[src/scpc_pkg.sv]
// scpc_pkg: shared constants for the serial configuration pin control block
package scpc_pkg;
    // register byte addresses
    localparam logic [7:0] ADDR_CTRL = 8'h00;
    localparam logic [7:0] ADDR_LENGTH = 8'h04;
    localparam logic [7:0] ADDR_STATUS = 8'h08;
    localparam logic [7:0] ADDR_DATA = 8'h0C;
    localparam logic [7:0] ADDR_OPTIONS = 8'h10;
    // ctrl register fields
    localparam int CTRL_MODE_AS_BIT = 0;
    localparam logic [31:0] CTRL_RST = 32'h0000_0000;
    localparam logic [31:0] LENGTH_RST = 32'h0000_0010;
    // status register fields
    localparam int ST_STATE_LSB = 0;
    localparam int ST_LOAD_DONE_BIT = 2;
    localparam int ST_USER_BIT = 3;
    localparam int ST_OVERFLOW_BIT = 4;
    localparam int ST_FIFO_VALID_BIT = 5;
    localparam int ST_WORDS_LSB = 8;
    // option bits in the first word
    localparam int OPT_USRCLK_BIT = 0;
    localparam int OPT_INIT_BIT = 1;
    localparam int OPT_OE_BIT = 2;
    localparam int OPT_CLR_BIT = 3;
    localparam int OPT_W = 4;
    // axi responses
    localparam logic [1:0] RESP_OKAY = 2'h0;
    localparam logic [1:0] RESP_SLVERR = 2'h2;
    // stream geometry
    localparam int WORD_W = 32;
    localparam int FIFO_DEPTH = 8;
    localparam logic [4:0] LAST_BIT = 5'h1F;
    // timing in picoseconds
    localparam int CLK_PERIOD_PS = 5000;
    localparam int AS_HALF_PS = 20000;
    localparam int INT_OSC_PS = 100000;
    localparam int AS_HALF_CYC = (AS_HALF_PS + CLK_PERIOD_PS - 1) / CLK_PERIOD_PS;
    localparam int INT_TICK_CYC = (INT_OSC_PS + CLK_PERIOD_PS - 1) / CLK_PERIOD_PS;
    // start-up ticks in initialization
    localparam logic [3:0] INIT_TICKS = 4'h8;
    // load sequencer states
    typedef enum logic [1:0] {
        ST_IDLE,
        ST_LOAD,
        ST_INIT,
        ST_USER
    } scpc_state_e;
endpackage

[src/scpc_top.sv]
// scpc_top: serial configuration pin control with an axi4-lite register slave
//
// Register access over AXI4-Lite and the register addresses were left to the implementer.
`timescale 1ns/1ps
module scpc_top (
    input wire logic aclk,
    input wire logic aresetn,
    input wire logic awvalid,
    output logic awready,
    input wire logic [7:0] awaddr,
    input wire logic wvalid,
    output logic wready,
    input wire logic [31:0] wdata,
    input wire logic [3:0] wstrb,
    output logic bvalid,
    input wire logic bready,
    output logic [1:0] bresp,
    input wire logic arvalid,
    output logic arready,
    input wire logic [7:0] araddr,
    output logic rvalid,
    input wire logic rready,
    output logic [31:0] rdata,
    output logic [1:0] rresp,
    input wire logic config_clock_in, // clock pad level
    output logic config_clock_out, // driven level in active mode
    output logic config_clock_oe_n, // low while driving the clock
    input wire logic serial_config_in, // serial data pin
    input wire logic user_startup_clock, // optional start-up clock
    input wire logic config_request_n, // low requests a reload
    input wire logic global_output_enable, // optional output enable
    input wire logic global_clear_n, // optional device-wide clear
    input wire logic init_complete_flag_in, // pad level, unused
    output logic init_complete_flag_out, // open-drain, low when driven
    output logic init_complete_flag_oe_n, // low while pulling low
    output logic load_complete, // all words received
    output logic io_force_hiz, // float user i/o
    output logic reg_clear_n, // low clears user registers
    output logic [3:0] weak_pullup_en // usrclk, init, oe, clr
);
    ////////////////////////////////////////////////////////////////////////
    // pin synchronisation
    logic [5:0] pins_s; // synchronised pins
    logic cclk_s, din_s, uclk_s; // synchronised clocks and data
    logic req_n_s, goe_s, gclr_n_s; // synchronised levels
    logic cclk_prev_q, uclk_prev_q; // last clock samples, for edges

    scpc_sync #(.W(6)) u_sync (
        .aclk(aclk),
        .aresetn(aresetn),
        .async_in({config_clock_in, serial_config_in, user_startup_clock,
                   config_request_n, global_output_enable, global_clear_n}),
        .sync_out(pins_s)
    );
    assign {cclk_s, din_s, uclk_s, req_n_s, goe_s, gclr_n_s} = pins_s;
    // edge history of the clocks
    always_ff @(posedge aclk) begin
        if (!aresetn) begin
            cclk_prev_q <= 1'b0;
            uclk_prev_q <= 1'b0;
        end else begin
            cclk_prev_q <= cclk_s;
            uclk_prev_q <= uclk_s;
        end
    end
    ////////////////////////////////////////////////////////////////////////
    // registers and state
    scpc_pkg::scpc_state_e state_q; // load sequencer
    logic [31:0] ctrl_q; // mode select
    logic [31:0] length_q; // words expected, option word included
    logic [scpc_pkg::OPT_W-1:0] opt_q; // options from the first word
    logic opt_valid_q; // first word has been loaded
    logic overflow_q; // a passive word was lost on a full fifo
    logic [4:0] bit_cnt_q; // bit within the current word
    logic [31:0] shift_q; // assembling word
    logic [31:0] words_q; // words received
    logic [3:0] init_cnt_q; // start-up ticks spent initializing
    logic [7:0] as_div_q; // active clock half-period counter
    logic as_clk_q; // active clock level
    logic [7:0] int_div_q; // internal start-up clock divider
    logic int_tick, startup_tick, as_half; // timing strobes
    logic mode_as, shift_en, word_done; // mode, bit taken, word complete
    logic fifo_in_ready, fifo_out_valid, fifo_pop; // fifo handshakes
    logic [31:0] fifo_out_data; // word at the fifo head
    assign mode_as = ctrl_q[scpc_pkg::CTRL_MODE_AS_BIT];
    assign as_half = (as_div_q == 8'(scpc_pkg::AS_HALF_CYC - 1));
    // passive: pin rise during load; active: our own clock rise
    assign shift_en = (state_q == scpc_pkg::ST_LOAD) && (mode_as ?
        (as_half && !as_clk_q && fifo_in_ready) : (cclk_s && !cclk_prev_q));
    assign word_done = shift_en && (bit_cnt_q == scpc_pkg::LAST_BIT);
    assign int_tick = (int_div_q == 8'(scpc_pkg::INT_TICK_CYC - 1));
    // start-up timing source
    assign startup_tick = opt_q[scpc_pkg::OPT_USRCLK_BIT] ?
        (uclk_s && !uclk_prev_q) : int_tick;
    // internal start-up divider, free running
    always_ff @(posedge aclk) begin
        if (!aresetn || int_tick) begin
            int_div_q <= '0;
        end else begin
            int_div_q <= int_div_q + 8'h01;
        end
    end
    // active clock, stalls low on a full fifo
    always_ff @(posedge aclk) begin
        if (!aresetn || state_q != scpc_pkg::ST_LOAD || !mode_as) begin
            as_div_q <= '0;
            as_clk_q <= 1'b0;
        end else if (as_half) begin
            if (as_clk_q || fifo_in_ready) begin
                as_clk_q <= !as_clk_q;
                as_div_q <= '0;
            end
        end else begin
            as_div_q <= as_div_q + 8'h01;
        end
    end
    // bit assembly, msb first
    always_ff @(posedge aclk) begin
        if (!aresetn || state_q == scpc_pkg::ST_IDLE) begin
            shift_q <= '0;
            bit_cnt_q <= '0;
        end else if (shift_en) begin
            shift_q <= {shift_q[30:0], din_s};
            bit_cnt_q <= bit_cnt_q + 5'h01;
        end
    end
    // word count and options
    always_ff @(posedge aclk) begin
        if (!aresetn || state_q == scpc_pkg::ST_IDLE) begin
            words_q <= '0;
            opt_q <= '0;
            opt_valid_q <= 1'b0;
        end else if (word_done) begin
            words_q <= words_q + 32'h0000_0001;
            if (!opt_valid_q) begin
                opt_q <= {shift_q[2:0], din_s};
                opt_valid_q <= 1'b1;
            end
        end
    end
    // load sequencer
    always_ff @(posedge aclk) begin
        if (!aresetn) begin
            state_q <= scpc_pkg::ST_IDLE;
            init_cnt_q <= '0;
        end else if (!req_n_s) begin
            state_q <= scpc_pkg::ST_IDLE;
            init_cnt_q <= '0;
        end else begin
            case (state_q)
                scpc_pkg::ST_IDLE: begin
                    state_q <= scpc_pkg::ST_LOAD;
                end
                scpc_pkg::ST_LOAD: begin
                    if (words_q >= length_q) begin // all words in
                        state_q <= scpc_pkg::ST_INIT;
                    end
                end
                scpc_pkg::ST_INIT: begin
                    if (startup_tick) begin
                        if (init_cnt_q == scpc_pkg::INIT_TICKS - 4'h1) begin
                            state_q <= scpc_pkg::ST_USER;
                        end
                        init_cnt_q <= init_cnt_q + 4'h1;
                    end
                end
                default: begin
                    state_q <= scpc_pkg::ST_USER;
                end
            endcase
        end
    end

    ////////////////////////////////////////////////////////////////////////
    // pin outputs; load_complete stays up until the next request
    always_ff @(posedge aclk) begin
        if (!aresetn || state_q == scpc_pkg::ST_IDLE) begin
            load_complete <= 1'b0;
        end else if (state_q == scpc_pkg::ST_LOAD && words_q >= length_q) begin
            load_complete <= 1'b1;
        end
    end
    // pin drives and user i/o controls
    always_ff @(posedge aclk) begin
        if (!aresetn) begin
            config_clock_out <= 1'b0;
            config_clock_oe_n <= 1'b1;
            init_complete_flag_oe_n <= 1'b1;
            io_force_hiz <= 1'b0;
            reg_clear_n <= 1'b1;
            weak_pullup_en <= 4'hF;
        end else begin
            config_clock_out <= as_clk_q;
            // released whenever not actively loading
            config_clock_oe_n <= !(mode_as && state_q == scpc_pkg::ST_LOAD);
            init_complete_flag_oe_n <= !(opt_valid_q && opt_q[scpc_pkg::OPT_INIT_BIT]
                && (state_q == scpc_pkg::ST_LOAD || state_q == scpc_pkg::ST_INIT));
            io_force_hiz <= (state_q == scpc_pkg::ST_USER)
                && opt_q[scpc_pkg::OPT_OE_BIT] && !goe_s;
            reg_clear_n <= !((state_q == scpc_pkg::ST_USER)
                && opt_q[scpc_pkg::OPT_CLR_BIT] && !gclr_n_s);
            weak_pullup_en <= (state_q == scpc_pkg::ST_USER) ? 4'h0 : ~opt_q;
        end
    end
    assign init_complete_flag_out = 1'b0;
    ////////////////////////////////////////////////////////////////////////
    // word buffer between the link and software
    scpc_fifo #(.WIDTH(scpc_pkg::WORD_W), .DEPTH(scpc_pkg::FIFO_DEPTH)) u_fifo (
        .aclk(aclk),
        .aresetn(aresetn),
        .flush(state_q == scpc_pkg::ST_IDLE),
        .in_valid(word_done),
        .in_ready(fifo_in_ready),
        .in_data({shift_q[30:0], din_s}),
        .out_valid(fifo_out_valid),
        .out_ready(fifo_pop),
        .out_data(fifo_out_data)
    );
    ////////////////////////////////////////////////////////////////////////
    // axi4-lite write channel
    logic aw_have_q, w_have_q; // halves taken
    logic [7:0] aw_addr_q;
    logic [31:0] w_data_q;
    logic do_write, ovf_clear;
    assign awready = !aw_have_q && !bvalid;
    assign wready = !w_have_q && !bvalid;
    assign do_write = aw_have_q && w_have_q && !bvalid;
    assign ovf_clear = do_write && aw_addr_q == scpc_pkg::ADDR_STATUS
        && w_data_q[scpc_pkg::ST_OVERFLOW_BIT];
    // capture address and data in either order
    always_ff @(posedge aclk) begin
        if (!aresetn) begin
            aw_have_q <= 1'b0;
            w_have_q <= 1'b0;
            aw_addr_q <= '0;
            w_data_q <= '0;
        end else begin
            if (awvalid && awready) begin
                aw_have_q <= 1'b1;
                aw_addr_q <= awaddr;
            end
            if (wvalid && wready) begin
                w_have_q <= 1'b1;
                w_data_q <= wdata;
            end
            if (do_write) begin
                aw_have_q <= 1'b0;
                w_have_q <= 1'b0;
            end
        end
    end
    // register writes, response
    always_ff @(posedge aclk) begin
        if (!aresetn) begin
            ctrl_q <= scpc_pkg::CTRL_RST;
            length_q <= scpc_pkg::LENGTH_RST;
            bvalid <= 1'b0;
            bresp <= scpc_pkg::RESP_OKAY;
        end else if (do_write) begin
            bvalid <= 1'b1;
            bresp <= scpc_pkg::RESP_OKAY;
            if (aw_addr_q == scpc_pkg::ADDR_CTRL) begin
                ctrl_q <= w_data_q;
            end else if (aw_addr_q == scpc_pkg::ADDR_LENGTH) begin
                length_q <= w_data_q;
            end else if (aw_addr_q != scpc_pkg::ADDR_STATUS) begin
                bresp <= scpc_pkg::RESP_SLVERR;
            end
        end else if (bvalid && bready) begin
            bvalid <= 1'b0;
        end
    end
    // sticky overflow; a new loss beats a clear
    always_ff @(posedge aclk) begin
        if (!aresetn || state_q == scpc_pkg::ST_IDLE) begin
            overflow_q <= 1'b0;
        end else if (word_done && !fifo_in_ready) begin
            overflow_q <= 1'b1;
        end else if (ovf_clear) begin
            overflow_q <= 1'b0;
        end
    end
    ////////////////////////////////////////////////////////////////////////
    // axi4-lite read channel, one cycle answer
    logic [31:0] status_w;
    assign arready = !rvalid;
    assign fifo_pop = arvalid && arready && araddr == scpc_pkg::ADDR_DATA;
    always_comb begin
        status_w = '0;
        status_w[scpc_pkg::ST_STATE_LSB +: 2] = state_q;
        status_w[scpc_pkg::ST_LOAD_DONE_BIT] = load_complete;
        status_w[scpc_pkg::ST_USER_BIT] = (state_q == scpc_pkg::ST_USER);
        status_w[scpc_pkg::ST_OVERFLOW_BIT] = overflow_q;
        status_w[scpc_pkg::ST_FIFO_VALID_BIT] = fifo_out_valid;
        status_w[scpc_pkg::ST_WORDS_LSB +: 16] = words_q[15:0];
    end
    // read data decode
    always_ff @(posedge aclk) begin
        if (!aresetn) begin
            rvalid <= 1'b0;
            rdata <= '0;
            rresp <= scpc_pkg::RESP_OKAY;
        end else if (arvalid && arready) begin
            rvalid <= 1'b1;
            rresp <= scpc_pkg::RESP_OKAY;
            if (araddr == scpc_pkg::ADDR_CTRL) begin
                rdata <= ctrl_q;
            end else if (araddr == scpc_pkg::ADDR_LENGTH) begin
                rdata <= length_q;
            end else if (araddr == scpc_pkg::ADDR_STATUS) begin
                rdata <= status_w;
            end else if (araddr == scpc_pkg::ADDR_DATA) begin
                rdata <= fifo_out_valid ? fifo_out_data : '0;
            end else if (araddr == scpc_pkg::ADDR_OPTIONS) begin
                rdata <= {28'h000_0000, opt_q};
            end else begin
                rdata <= '0;
                rresp <= scpc_pkg::RESP_SLVERR;
            end
        end else if (rvalid && rready) begin
            rvalid <= 1'b0;
        end
    end
endmodule

[src/scpc_sync.sv]
// scpc_sync: two-flop synchroniser for a group of asynchronous inputs
`timescale 1ns/1ps
module scpc_sync #(
    parameter int W = 1
) (
    input wire logic aclk,
    input wire logic aresetn,
    input wire logic [W-1:0] async_in,
    output logic [W-1:0] sync_out
);
    logic [W-1:0] meta_q; // first stage, read only by the second
    ////////////////////////////////////////////////////////////////////////
    // two stages, cleared by reset
    always_ff @(posedge aclk) begin
        if (!aresetn) begin
            meta_q <= '0;
            sync_out <= '0;
        end else begin
            meta_q <= async_in;
            sync_out <= meta_q;
        end
    end
endmodule

[src/scpc_fifo.sv]
// scpc_fifo: small synchronous fifo with valid/ready on both sides
`timescale 1ns/1ps
module scpc_fifo #(
    parameter int WIDTH = 32,
    parameter int DEPTH = 8
) (
    input wire logic aclk,
    input wire logic aresetn,
    input wire logic flush,
    input wire logic in_valid,
    output logic in_ready,
    input wire logic [WIDTH-1:0] in_data,
    output logic out_valid,
    input wire logic out_ready,
    output logic [WIDTH-1:0] out_data
);
    localparam int AW = $clog2(DEPTH);
    logic [WIDTH-1:0] mem [DEPTH]; // storage array
    logic [AW-1:0] wr_q; // write pointer
    logic [AW-1:0] rd_q; // read pointer
    logic [AW:0] cnt_q; // occupancy
    logic push;
    logic pop;
    // honest full and empty
    assign in_ready = (cnt_q != (AW+1)'(DEPTH));
    assign out_valid = (cnt_q != '0);
    assign out_data = mem[rd_q];
    assign push = in_valid && in_ready;
    assign pop = out_valid && out_ready;
    ////////////////////////////////////////////////////////////////////////
    // storage write
    always_ff @(posedge aclk) begin
        if (push) begin
            mem[wr_q] <= in_data;
        end
    end
    // pointers and count
    always_ff @(posedge aclk) begin
        if (!aresetn || flush) begin
            wr_q <= '0;
            rd_q <= '0;
            cnt_q <= '0;
        end else begin
            if (push) begin
                wr_q <= (wr_q == AW'(DEPTH - 1)) ? '0 : wr_q + AW'(1);
            end
            if (pop) begin
                rd_q <= (rd_q == AW'(DEPTH - 1)) ? '0 : rd_q + AW'(1);
            end
            if (push && !pop) begin
                cnt_q <= cnt_q + (AW+1)'(1);
            end else if (pop && !push) begin
                cnt_q <= cnt_q - (AW+1)'(1);
            end
        end
    end
endmodule

[config.mk]
export PLATFORM = sky130hd
export DESIGN_NAME = scpc_top
export DESIGN_NICKNAME = d
export VERILOG_FILES = /design/src/scpc_pkg.sv /design/src/scpc_top.sv /design/src/scpc_sync.sv /design/src/scpc_fifo.sv
export SDC_FILE = /design/constraint.sdc
export NUM_CORES = 1
export LEC_CHECK = 0
export ABC_AREA = 1
export ABC_CLOCK_PERIOD_IN_PS = 8600
export BUFFER_PORTS_ARGS = -buffer_cell sky130_fd_sc_hd__buf_2
export CAP_MARGIN = 15
export CORE_MARGIN = 2
export CORE_UTILIZATION = 25
export DETAILED_ROUTE_END_ITERATION = 7
export HOLD_SLACK_MARGIN = 0.1
export SETUP_SLACK_MARGIN = 0.4
export SYNTH_ARGS = -nofsm -noshare
export SYNTH_HDL_FRONTEND = slang
export SYNTH_SLANG_ARGS = --single-unit
[constraint.sdc]
create_clock -name aclk -period 8.6 [get_ports aclk]
set_input_delay 0 -clock aclk [delete_from_list [all_inputs] [get_ports aclk]]
set_output_delay 0 -clock aclk [all_outputs]
set_load 0.01 [all_outputs]
==> impl_metrics.ini <==
[drt]
drc = 0
vias_per_cell = 4.58
drtIter0Drc = 1367
wl_met1_mm = 29.7
avgRoutedWirePerCell_um = 16.7
wl_met2_mm = 28.0
drt_pass1_iterations = 5
routed-wl-met3_mm = 3.91
drt_wl_total_mm = 62.8
ant_nets = 0
via_count = 17200
topRoutingLayerUsed = met4

[logic_synthesis]
ys_warn_count = 0
synth-edff-count = 256
synthCells = 2409
ys_async_sr_fraction_pct = 0
ys_seq_elements = 532
ys_seq_area_share_pct = 59.5
ys.flop_type = dfxtp_1
synth_area_mm2 = 0.0222
ys_types = 44
avgSynthCellArea_um2 = 9.22

[clocking]
htree_levels = 2
cts.sinks = 532
clkLatencyLatePin_ns = 0.60
root_buffer = clkbuf_16
post_cts_resized = 0
cts_tree = built
clkTransAtPathRegs_ns = 0.06
clk_path_buf_depth = 3
cts_made_buffers = 53
cts_setup_buffers = 0

[placement]
placed_cells = 3584
gp_congestion = 0.873
place_hpwl_mm = 38.9
io_buffers = 109

[setup_path]
ff2ff_setup_slack_ns = 4.84
worst_setup_path_start_kind = flop
cpPeakStageDelay_ns = 0.60
crit_slowest_cell = nor2_4
crit_fanout = 35
cp.required_ns = 8.86
worstPathArrival_ns = 4.01
end_kind = flop
cp_cell_sequence = inv_1 > ha_1 > inv_1 > a21oi_1 > a21boi_4 > buf_4 > nand3_2 > inv_1 > nand2_1 > nor2_4 > buf_4
cp_common_cell = inv_1
path_class = reg -> reg

[layout]
nFillCells = 9134
nets = 2662
areaGrowthSynthToFinish_pct = 18.9
mostFrequentLayoutCells = 419 x nand2_1, 340 x nor2_1, 274 x dfxtp_1
final_common_cell = nand2_1
final_cells = 3753
layout-drive-gt1-share_pct = 9.54
antenna_cells = 0

[die]
die_width_um = 302
die_area_mm2 = 0.0912
core_mm2 = 0.0882
std_cell_rows = 109
io_pins = 118
die_y_um = 302
start_util_pct = 25.2

[power]
intPower_mw = 4.02
p_clk_share_pct = 44.5
irDropWorstVdd_mv = 0.150
netSwitchingFraction_pct = 21.5
seqPwrFrac_pct = 52.3
power_mw = 5.12
combPwrFrac_pct = 3.2
leakagePower_nw = 8.98
power_density_mw_per_mm2 = 194
p_sw_mw = 1.10

[timing]
tns_ns = 0
slew_headroom_pct = 27.3
min_period_ns = 3.76
period_share_pct = 43.7
worst_pin_slew_ns = 1.09
max_freq_mhz = 266
drv_slew = 0
finalClockSkew_ns = 0.0159
finalSetupViolCount = 0
finalHoldViolations = 0
rsz0062_at_grt = no

[global_route]
grt_pass1_vias = 16200
grt_pass1_wl_mm = 96.3
grt_usage_pct = 13.6
grt_max_degree = 79
antenna_found_initial = 0
overflow = 0

[run]
maxCapViolations = 0

[hold_path]
hold_class = in -> reg

[outcome]
status = finished clean
critical path: cells and delay by family, from the launching register on:
| family | cells | cell delay, ns |
|---|---|---|
| AND/OR/NAND/NOR | 3 | 1.05 |
| AO/OA/AOI/OAI | 2 | 0.41 |
| adder cells (fa/ha/maj) | 1 | 0.32 |
| buffers and inverters | 5 | 1.27 |
| flip-flops | 1 | 0.35 |
synth_stat cells, types with 2 or more instances:
library cell / count / area, µm²
buf_4: 7 / 52.6
and3_1: 2 / 12.5
ha_1: 51 / 638
o21ai_1: 9 / 45.0
nor3_1: 30 / 150
xor2_1: 21 / 184
nor3b_1: 3 / 22.5
xnor2_1: 12 / 105
a21oi_1: 184 / 921
nor2_1: 351 / 1320
o21ai_0: 246 / 1230
nor4_1: 6 / 37.5
o31ai_1: 2 / 15.0
a21boi_0: 3 / 22.5
inv_1: 189 / 709
buf_1: 6 / 22.5
dfxtp_1: 276 / 5530
o2111ai_1: 6 / 52.6
a211oi_1: 65 / 488
nand4_1: 20 / 125
inv_2: 2 / 7.51
a21o_1: 2 / 15.0
a21boi_1: 2 / 15.0
clkbuf_1: 92 / 345
o211ai_1: 15 / 113
nand2_1: 422 / 1580
nand3_1: 50 / 250
buf_2: 25 / 125
edfxtp_1: 256 / 7690
o22ai_1: 39 / 244
o21a_1: 2 / 15.0
worst paths after layout:
check | startpoint | cells after the start | to
max | state_q[1] | 11 | u_fifo.mem[7][17]
max reg2reg | state_q[1] | 11 | u_fifo.mem[7][17]
min | wvalid | 4 | w_data_q[5]
min reg2reg | u_sync.sync_out[1] | 1 | io_force_hiz
power groups by stage:
stage / Sequential [mW] / Clock, mW / Combinational, mW
detailed placement: 2.73 / 0 / 0.140
global placement: 2.73 / 0 / 0.139
CTS: 2.68 / 2.31 / 0.166
finish: 2.68 / 2.27 / 0.166
global route: 2.68 / 2.42 / 0.185
floorplan: 2.73 / 0 / 0.0824
timing repair:
item                                   4_1_cts  5_1_grt
endpoints found under the hold margin       66        0
setup endpoints to repair                    0        0
hold buffers                                69        0
layer usage:
layer  vias up  track usage [%]
li1       8436                -
met1      8206             19.5
met2       476             21.5
met3        71             1.89
met4         0             3.83
met5         -                0
flip-flops by register name, summed over array words and instances (netlist names), 2 cells and up, named ones only:
signal           count
u_fifo.rd_q          3
state_q              2
aw_addr_q            8
bit_cnt_q            5
u_fifo.mem         256
opt_q                4
int_div_q            8
u_fifo.wr_q          3
as_div_q             8
w_data_q            32
u_sync.sync_out      6
words_q             32
shift_q             31
rdata               32
ctrl_q              32
length_q            32
init_cnt_q           4
u_sync.meta_q        6
weak_pullup_en       4
u_fifo.cnt_q         4
layout make-up:
type	count	area, µm²	share of cell area, %
flip-flops and latches	532	13200	50.1
multi-input cells	1558	7850	29.7
clock buffers	77	1500	5.67
repair buffers	208	1480	5.61
well taps	1165	1460	5.52
inverters	191	718	2.72
clock inverters	22	191	0.725
through the flow:
stage,util [%],hold slack [ns],setup slack [ns],cell area (µm²)
2_1_floorplan,-,0.0976,5.22,22200
3_3_place_gp,27.2,0.186,4.91,24000
3_5_place_dp,27.2,0.185,4.84,24000
4_1_cts,29.9,0.103,4.84,26400
5_1_grt,29.9,0.171,4.54,26400
6_report,29.9,0.138,4.84,26400
cells by family (layout without fill, tap and decap cells):
family,Yosys count,after routing,share of synthesized area (%)
flops,532,532,59.5
simple gates,893,893,16.1
other cells,1,3,0.0169
compound gates,577,577,14.4
fa+ha+maj,52,52,2.96
buf+inv,321,498,5.68
xor+xnor,33,33,1.30
Power figures use the tool's default switching activity.
